<file path="src/hdl/guard_pkg.sv">
package guard_pkg;
   localparam int SECTORS   = 16;
   localparam int SECTOR_W  = 4;
   localparam int GUARD_W   = 8;
   localparam int PWD_W     = 32;
   localparam int PWD_COUNT = 3;
   localparam int SEL_W     = 2;

   localparam int LOCK_BIT  = 0;
   localparam int PROT_LSB  = 1;
   localparam int PROT_MSB  = 2;
   localparam int SEL_LSB   = 3;
   localparam int SEL_MSB   = 4;
   localparam int FIELD_MSB = 4;

   localparam logic [7:0]  GUARD_RESET = 8'h00;
   localparam logic [31:0] PWD_RESET   = 32'h0000_0000;
   localparam logic [2:0]  ZERO_TOP    = 3'h0;

   localparam logic [11:0] SECTOR_GUARD_WORD_0 = 12'h000;
   localparam logic [11:0] SECTOR_GUARD_WORD_1 = 12'h004;
   localparam logic [11:0] SECTOR_GUARD_WORD_2 = 12'h008;
   localparam logic [11:0] SECTOR_GUARD_WORD_3 = 12'h00C;
   localparam logic [8:0]  PASSWORD_ONE        = 9'h001;
   localparam logic [8:0]  PASSWORD_TWO        = 9'h002;
   localparam logic [8:0]  PASSWORD_THREE      = 9'h003;

   localparam logic [1:0] PROT_WRITE_PWD = 2'h0;
   localparam logic [1:0] PROT_OPEN      = 2'h1;
   localparam logic [1:0] PROT_RW_PWD    = 2'h2;
   localparam logic [1:0] PROT_READ_PWD  = 2'h3;
   localparam logic [1:0] SEL_NONE       = 2'h0;

   localparam logic [2:0] CMD_READ      = 3'h0;
   localparam logic [2:0] CMD_WRITE     = 3'h1;
   localparam logic [2:0] CMD_WRITE_PWD = 3'h2;
   localparam logic [2:0] CMD_LOCK      = 3'h3;
   localparam logic [2:0] CMD_PRESENT   = 3'h4;

   localparam logic [1:0] RESP_OK     = 2'h0;
   localparam logic [1:0] RESP_DENIED = 2'h1;
   localparam logic [1:0] RESP_LOCKED = 2'h2;
   localparam logic [1:0] RESP_BAD    = 2'h3;

   localparam int CLK_PERIOD_NS    = 100;
   localparam int RF_WRITE_TIME_NS = 5750000;
   localparam int RF_WRITE_CYCLES  =
      (RF_WRITE_TIME_NS + CLK_PERIOD_NS - 1) / CLK_PERIOD_NS;
endpackage

</file>
<file path="src/hdl/sector_rights_eval.sv">
`timescale 1ns/100ps
module sector_rights_eval (
   input  wire logic [7:0] guard_byte_i,
   input  wire logic       granted_i,
   output logic            read_ok_o,
   output logic            write_ok_o
);
   logic [1:0] prot;

   assign prot = guard_byte_i[guard_pkg::PROT_MSB:guard_pkg::PROT_LSB];

   always_comb begin
      read_ok_o  = 1'b1;
      write_ok_o = 1'b1;
      if (guard_byte_i[guard_pkg::LOCK_BIT]) begin
         unique case (prot)
            guard_pkg::PROT_WRITE_PWD: begin
               write_ok_o = granted_i;
            end
            guard_pkg::PROT_OPEN: begin
               write_ok_o = 1'b1;
            end
            guard_pkg::PROT_RW_PWD: begin
               read_ok_o  = granted_i;
               write_ok_o = granted_i;
            end
            guard_pkg::PROT_READ_PWD: begin
               read_ok_o  = granted_i;
               write_ok_o = 1'b0;
            end
         endcase
      end
   end
endmodule

</file>
<file path="src/hdl/rf_sector_password_guard.sv">
`timescale 1ns/100ps
module rf_sector_password_guard #(
   parameter int WRITE_CYCLES = guard_pkg::RF_WRITE_CYCLES
) (
   input  wire logic        mclk_i,
   input  wire logic        resetn_i,
   input  wire logic        rf_req_i,
   output logic             rf_ready_o,
   input  wire logic [2:0]  rf_cmd_i,
   input  wire logic [3:0]  rf_sector_i,
   input  wire logic        rf_opt_i,
   input  wire logic [1:0]  rf_pwd_sel_i,
   input  wire logic [31:0] rf_data_i,
   output logic             rf_done_o,
   output logic [1:0]       rf_status_o,
   output logic [7:0]       rf_guard_byte_o,
   output logic             rf_guard_valid_o,
   output logic [1:0]       rf_presented_o,
   input  wire logic        i2c_req_i,
   input  wire logic        i2c_we_i,
   input  wire logic        high_bank_select_i,
   input  wire logic [3:0]  i2c_addr_i,
   input  wire logic [7:0]  i2c_wdata_i,
   input  wire logic        i2c_pwd_ok_i,
   output logic             i2c_ack_o,
   output logic             i2c_denied_o,
   output logic [7:0]       i2c_rdata_o
);
   localparam int CNT_W = $clog2(WRITE_CYCLES + 1);
   localparam logic [CNT_W-1:0] CNT_ONE  = CNT_W'(1);
   localparam logic [CNT_W-1:0] CNT_LAST = CNT_W'(WRITE_CYCLES);

   typedef enum logic {IDLE, WRITE_WAIT} guard_state_t;

   logic [7:0]       guard_reg   [guard_pkg::SECTORS];
   logic [7:0]       guard_next  [guard_pkg::SECTORS];
   logic [31:0]      pwd_reg     [guard_pkg::PWD_COUNT];
   logic [31:0]      pwd_next    [guard_pkg::PWD_COUNT];
   logic [15:0]      void_reg;
   logic [15:0]      void_next;
   logic [1:0]       presented_reg;
   logic [1:0]       presented_next;
   guard_state_t     state_reg;
   guard_state_t     state_next;
   logic [CNT_W-1:0] cnt_reg;
   logic [CNT_W-1:0] cnt_next;
   logic [1:0]       pend_sel_reg;
   logic [1:0]       pend_sel_next;
   logic [31:0]      pend_val_reg;
   logic [31:0]      pend_val_next;

   logic             done_reg;
   logic             done_next;
   logic [1:0]       status_reg;
   logic [1:0]       status_next;
   logic [7:0]       gbyte_reg;
   logic [7:0]       gbyte_next;
   logic             gvalid_reg;
   logic             gvalid_next;
   logic             ack_reg;
   logic             ack_next;
   logic             denied_reg;
   logic             denied_next;
   logic [7:0]       rdata_reg;
   logic [7:0]       rdata_next;

   logic             i2c_hit;
   logic             i2c_wr_ok;
   logic             rf_fire;
   logic [7:0]       sel_guard;
   logic [1:0]       sel_pwd;
   logic             granted;
   logic             read_ok;
   logic             write_ok;
   logic             pwd_match;
   logic             write_end;
   logic             pwd_hit     [guard_pkg::PWD_COUNT];
   logic             pwd_load    [guard_pkg::PWD_COUNT];

   // guard bytes live on the high bank only
   assign i2c_hit   = i2c_req_i & high_bank_select_i;
   assign i2c_wr_ok = i2c_hit & i2c_we_i & i2c_pwd_ok_i;

   // I2C wins the shared store, so RF waits a cycle rather than race it
   assign rf_ready_o = (state_reg == IDLE) & ~i2c_req_i;
   assign rf_fire    = rf_req_i & rf_ready_o;

   assign sel_guard = guard_reg[rf_sector_i];
   assign sel_pwd   = sel_guard[guard_pkg::SEL_MSB:guard_pkg::SEL_LSB];

   // right exists only if linked password was presented and not voided
   assign granted = (sel_pwd != guard_pkg::SEL_NONE)
                  & (sel_pwd == presented_reg)
                  & ~void_reg[rf_sector_i];

   assign write_end = (state_reg == WRITE_WAIT) & (cnt_reg == CNT_LAST);

   // one comparator per stored password; selector 0 picks none and so never matches
   for (genvar p = 0; p < guard_pkg::PWD_COUNT; p++) begin : g_pwd
      assign pwd_hit[p]  = (rf_data_i == pwd_reg[p]);
      assign pwd_load[p] = write_end & (pend_sel_reg == 2'(p + 1));
   end

   always_comb begin
      pwd_match = 1'b0;
      for (int p = 0; p < guard_pkg::PWD_COUNT; p++) begin
         if (rf_pwd_sel_i == 2'(p + 1)) begin
            pwd_match = pwd_hit[p];
         end
      end
   end

   sector_rights_eval rights_u (
      .guard_byte_i (sel_guard),
      .granted_i    (granted),
      .read_ok_o    (read_ok),
      .write_ok_o   (write_ok)
   );

   always_comb begin
      guard_next     = guard_reg;
      pwd_next       = pwd_reg;
      void_next      = void_reg;
      presented_next = presented_reg;
      state_next     = state_reg;
      cnt_next       = cnt_reg;
      pend_sel_next  = pend_sel_reg;
      pend_val_next  = pend_val_reg;
      if (rf_fire) begin
         unique case (rf_cmd_i)
            guard_pkg::CMD_LOCK: begin
               // a locked byte is frozen for RF; only an I2C write may change it
               if (!sel_guard[guard_pkg::LOCK_BIT]) begin
                  guard_next[rf_sector_i] = {guard_pkg::ZERO_TOP,
                     rf_data_i[guard_pkg::FIELD_MSB:guard_pkg::PROT_LSB],
                     1'b1};
               end
            end
            guard_pkg::CMD_PRESENT: begin
               if (pwd_match) begin
                  presented_next = rf_pwd_sel_i;
                  // a fresh presentation restores rights an I2C write had voided
                  void_next      = '0;
               end else begin
                  presented_next = guard_pkg::SEL_NONE;
               end
            end
            guard_pkg::CMD_WRITE_PWD: begin
               if (rf_pwd_sel_i != guard_pkg::SEL_NONE
                   && rf_pwd_sel_i == presented_reg) begin
                  state_next    = WRITE_WAIT;
                  cnt_next      = CNT_ONE;
                  pend_sel_next = rf_pwd_sel_i;
                  pend_val_next = rf_data_i;
               end
            end
            default: begin
            end
         endcase
      end
      // the write slot holds off every RF command, so nothing races the commit
      if (state_reg == WRITE_WAIT) begin
         cnt_next = cnt_reg + CNT_ONE;
         if (write_end) begin
            // old value keeps guarding until the cell is really written
            for (int p = 0; p < guard_pkg::PWD_COUNT; p++) begin
               if (pwd_load[p]) begin
                  pwd_next[p] = pend_val_reg;
               end
            end
            state_next = IDLE;
            cnt_next   = '0;
         end
      end
      // top bits are stored as zero whatever the master sends
      if (i2c_wr_ok) begin
         guard_next[i2c_addr_i] = {guard_pkg::ZERO_TOP,
            i2c_wdata_i[guard_pkg::FIELD_MSB:0]};
         void_next[i2c_addr_i]  = 1'b1;
      end
   end

   always_ff @(posedge mclk_i or negedge resetn_i) begin
      if (!resetn_i) begin
         for (int s = 0; s < guard_pkg::SECTORS; s++) begin
            guard_reg[s] <= guard_pkg::GUARD_RESET;
         end
         for (int p = 0; p < guard_pkg::PWD_COUNT; p++) begin
            pwd_reg[p] <= guard_pkg::PWD_RESET;
         end
         void_reg      <= '0;
         presented_reg <= guard_pkg::SEL_NONE;
         state_reg     <= IDLE;
         cnt_reg       <= '0;
         pend_sel_reg  <= guard_pkg::SEL_NONE;
         pend_val_reg  <= guard_pkg::PWD_RESET;
      end else begin
         guard_reg     <= guard_next;
         pwd_reg       <= pwd_next;
         void_reg      <= void_next;
         presented_reg <= presented_next;
         state_reg     <= state_next;
         cnt_reg       <= cnt_next;
         pend_sel_reg  <= pend_sel_next;
         pend_val_reg  <= pend_val_next;
      end
   end

   // answer registers: pulses last one cycle, status and bytes hold
   always_comb begin
      done_next   = 1'b0;
      status_next = status_reg;
      gbyte_next  = gbyte_reg;
      gvalid_next = 1'b0;
      ack_next    = 1'b0;
      denied_next = 1'b0;
      rdata_next  = rdata_reg;
      if (rf_fire) begin
         done_next   = 1'b1;
         status_next = guard_pkg::RESP_OK;
         unique case (rf_cmd_i)
            guard_pkg::CMD_READ: begin
               if (!read_ok) begin
                  status_next = guard_pkg::RESP_DENIED;
               end else if (rf_opt_i) begin
                  gbyte_next  = sel_guard;
                  gvalid_next = 1'b1;
               end
            end
            guard_pkg::CMD_WRITE: begin
               if (!write_ok) begin
                  status_next = guard_pkg::RESP_DENIED;
               end
            end
            guard_pkg::CMD_WRITE_PWD: begin
               if (rf_pwd_sel_i == guard_pkg::SEL_NONE) begin
                  status_next = guard_pkg::RESP_BAD;
               end else if (rf_pwd_sel_i != presented_reg) begin
                  status_next = guard_pkg::RESP_DENIED;
               end else begin
                  done_next = 1'b0;
               end
            end
            guard_pkg::CMD_LOCK: begin
               if (sel_guard[guard_pkg::LOCK_BIT]) begin
                  status_next = guard_pkg::RESP_LOCKED;
               end
            end
            guard_pkg::CMD_PRESENT: begin
               if (rf_pwd_sel_i == guard_pkg::SEL_NONE) begin
                  status_next = guard_pkg::RESP_BAD;
               end else if (!pwd_match) begin
                  status_next = guard_pkg::RESP_DENIED;
               end
            end
            default: begin
               status_next = guard_pkg::RESP_BAD;
            end
         endcase
      end
      if (write_end) begin
         done_next   = 1'b1;
         status_next = guard_pkg::RESP_OK;
      end
      if (i2c_hit) begin
         ack_next = 1'b1;
         if (i2c_we_i) begin
            denied_next = ~i2c_pwd_ok_i;
         end else begin
            rdata_next = guard_reg[i2c_addr_i];
         end
      end
   end

   always_ff @(posedge mclk_i or negedge resetn_i) begin
      if (!resetn_i) begin
         done_reg   <= 1'b0;
         status_reg <= guard_pkg::RESP_OK;
         gbyte_reg  <= guard_pkg::GUARD_RESET;
         gvalid_reg <= 1'b0;
         ack_reg    <= 1'b0;
         denied_reg <= 1'b0;
         rdata_reg  <= guard_pkg::GUARD_RESET;
      end else begin
         done_reg   <= done_next;
         status_reg <= status_next;
         gbyte_reg  <= gbyte_next;
         gvalid_reg <= gvalid_next;
         ack_reg    <= ack_next;
         denied_reg <= denied_next;
         rdata_reg  <= rdata_next;
      end
   end

   assign rf_done_o        = done_reg;
   assign rf_status_o      = status_reg;
   assign rf_guard_byte_o  = gbyte_reg;
   assign rf_guard_valid_o = gvalid_reg;
   assign rf_presented_o   = presented_reg;
   assign i2c_ack_o        = ack_reg;
   assign i2c_denied_o     = denied_reg;
   assign i2c_rdata_o      = rdata_reg;
endmodule

</file>
<file path="config.mk">
export PLATFORM = sky130hd
export DESIGN_NAME = rf_sector_password_guard
export DESIGN_NICKNAME = d
export VERILOG_FILES = /design/src/hdl/guard_pkg.sv /design/src/hdl/sector_rights_eval.sv /design/src/hdl/rf_sector_password_guard.sv
export SDC_FILE = /design/constraint.sdc
export NUM_CORES = 1
export LEC_CHECK = 0
export BUFFER_PORTS_ARGS = -buffer_cell sky130_fd_sc_hd__buf_2
export CAP_MARGIN = 20
export CELL_PAD_IN_SITES_DETAIL_PLACEMENT = 1
export CELL_PAD_IN_SITES_GLOBAL_PLACEMENT = 1
export CORE_ASPECT_RATIO = 1.5
export CORE_MARGIN = 3
export CORE_UTILIZATION = 44
export DETAILED_ROUTE_END_ITERATION = 6
export PLACE_DENSITY_LB_ADDON = 0.25
export SLEW_MARGIN = 5
export SYNTH_ARGS = -nofsm -noshare
export SYNTH_HDL_FRONTEND = slang
export SYNTH_SLANG_ARGS = --single-unit
</file>
<file path="constraint.sdc">
create_clock -name mclk_i -period 2.71 [get_ports mclk_i]
set_clock_uncertainty 0.05 [all_clocks]
set_input_delay 0.1355 -clock mclk_i [delete_from_list [all_inputs] [get_ports mclk_i]]
set_output_delay 0.1355 -clock mclk_i [all_outputs]
set_load 0.1 [all_outputs]
</file>
==> results.yml <==
yosys:
  synth_common_cells: "315 x dfrtp_1, 134 x mux2_2, 116 x nand2_1"
  syn_avg_cell_area_um2: 12.4
  synthFlopType: "dfrtp_1"
  yosys.area.top_type: "dfrtp_1"
  syn-cell-area_um2: 16000
  yosysUniqueCellTypes: 60
  ys_seq_area_share_pct: 49.3
  synthTopCellsByArea: "dfrtp_1 49%, mux4_2 9.6%, mux2_2 9.4%"
  synth_edf_count: 0
  async_flop_share_pct: 100
  syn_inst: 1291
  syn-num-nets: 1354
  yosysTopAreaCellShare_pct: 49.3
  ys_seq_elements: 315
  synth-warning-count: 0
  yosysMostFrequentCell: "dfrtp_1"
die:
  coreArea_um2: 35400
  start_util_pct: 45.1
  dieArea_um2: 38700
  io-pin-count: 86
  die_h_um: 239
  rows: 84
  die_x_um: 162
clock_tree:
  clk_pin_slew_ps: 60
  root_buffer: "clkbuf_16"
  clockBufferDepth: 3
  cts_made_buffers: 34
  h-tree-depth: 2
  cts_tree: "done"
  insertion_delay_ps: 540
  cts_sinks: 315
route:
  wl_per_cell_um: 24.4
  post-route-drc-count: 0
  vias: 11400
  postRouteAntennaNets: 0
  routed_wl_um: 48400
  dr.pass1.iters: 5
  drt_iter0_markers: 606
  drt-vias-per-instance: 5.76
power_and_ir_drop:
  cellLeakagePower_nw: 9.43
  vdd_ir_drop_max_mv: 0.513
  power.density_nw_per_um2: 620
sta:
  drv_slew: 0
  fin_crit_ps: 2660
  hold_violations: 0
  finalSetupViolations: 0
  fin_ws_ps: 54.7
  timing.fmax_mhz: 377
  hold_ws_ps: 41.0
  tightest_slew_ps: 715
  slew_headroom_pct: 51.9
  grt_setup_unrepaired: "true"
  timing.final.crit_share_pct: 98.0
critical_path:
  rr_endpoint: "rf_guard_byte_o[3]"
  rr_worst_depth: 6
  r2r-start: "guard_reg[82]"
  worstPathMaxFanout: 4
  critPathCaptureType: "register"
  critPathLaunchType: "register"
  critPathKind: "register to register"
  rrSetupSlack_ps: 50
  cp.arrival_ps: 3030
  required_ps: 3080
global_routing:
  grt_usage_pct: 25.4
  antenna_found_initial: 2
  grt-ovfl-total: 0
  grt_pass1_wl_um: 75700
  grt_pass1_vias: 12700
  grt_max_degree: 83
place:
  portBuffers: 82
  pre_cts_slack_ps: -54.0
  dp_hpwl_um: 34400
  place_congestion: 0.891
worst_hold_path:
  min_to: "rf_status_o[1]"
  whs_path_depth: 4
  hold_path_class: "primary input to register"
  holdCritStartpoint: "i2c_req_i"
cells_and_area:
  num-fill-cells: 3664
  drive_above_1_share_pct: 30.7
  largest_register_ffs: 128
  nets: 1552
  register_area_um2: 7880
  area_growth_pct: 19.7
  multi_input_area_um2: 7780
run_status:
  status: "finished, final reports clean"
job:
  drv_cap: 0
## per-stage QoR
stage | utilization (%) | cells | TNS (ps) | power [mW] | area [um^2]
after floorplan | - | 1291 | 0 | 6.62 | 16000
after global placement | 49.5 | 1872 | 0 | 7.30 | 17500
after detailed placement | 49.5 | 1872 | -320 | 7.38 | 17500
after CTS | 53.8 | 1977 | 0 | 12.0 | 19000
after global routing | 54.1 | 1985 | -612 | 12.4 | 19100
final | 54.1 | 1985 | 0 | 11.9 | 19100
## repair_timing
item / 4_1_cts / 5_1_grt
setup endpoints to repair: 0 / 113
gates resized for setup: 0 / 9
hold buffers: 47 / 0
hold endpoints to repair: 148 / 0
setup buffers: 0 / 5
## critical path: stages, from the launching register on
cell and delay, ps:
dfrtp_1 400, mux4_1 570, mux4_2 550, nor4b_1 210
nand2_1 210, nand3_2 200, mux2_4 370
## per-layer routing
metal | GRT usage [%] | wire [um] | vias to the layer above
met4 | 12.2 | 2580 | 0
met2 | 48.1 | 26700 | 233
met3 | 3.10 | 1320 | 109
met1 | 28.0 | 17800 | 6001
met5 | 0 | 0 | -
li1 | - | - | 5091
## power breakdown
| part | switching, mW | internal [mW] |
|---|---|---|
| logic | 1.14 | 0.802 |
| clock network | 1.97 | 2.51 |
| registers | 0.356 | 5.09 |
## cells in the final DEF (no fill, tap or decap), types with 4 or more instances in the layout
cell,n
nor3_1,11
clkbuf_16,34
and3_1,56
clkinv_2,6
inv_1,10
nor4_1,9
buf_2,81
dlygate4sd3_1,47
nand3_1,16
xor2_1,17
buf_4,91
nand2b_1,8
o22a_1,8
o21ai_0,73
mux2_4,6
mux2i_1,75
nand2_1,116
and2_1,5
nand4_1,24
mux4_2,69
nor2b_1,8
clkbuf_1,9
o31ai_1,4
mux2_2,134
xnor2_1,82
a22o_1,4
nor2_1,68
a21oi_1,31
mux4_1,10
dfrtp_1,315
mux2_1,4
buf_12,12
a21o_1,13
## logic make-up after synthesis
family / Yosys count / synth area share [%]
xor gates and xnor gates: 99 / 5.42
and+or+nand+nor: 346 / 10.8
muxes: 298 / 26.4
adders and majority gates: 2 / 0.156
buffers and inverters: 82 / 2.49
AOI/OAI and AO/OA: 149 / 5.49
DFF: 315 / 49.3
## worst max path at each step
stage	from	to	slack, ps	cells past startpoint
2_1_floorplan	rf_presented_o[0]	cnt_reg[6]	60	9
3_3_place_gp	rf_sector_i[0]	rf_guard_byte_o[7]	1	9
3_5_place_dp	rf_sector_i[1]	rf_guard_byte_o[1]	-50	9
4_1_cts	guard_reg[83]	rf_guard_byte_o[6]	30	8
5_1_grt	state_reg	guard_reg[41]	-70	7
6_report	guard_reg[82]	rf_guard_byte_o[3]	50	6
## final cells by class
type | instances | area share [%]
inverters | 11 | 0.216
repair buffers | 232 | 9.48
diodes | 1 | 0.0131
clock inverters | 12 | 0.575
clock buffers | 46 | 4.84
flip-flops and latches | 315 | 41.2
multi-input cells | 895 | 40.6
well taps | 473 | 3.09
Note: power is estimated with default switching activity, not from simulation.
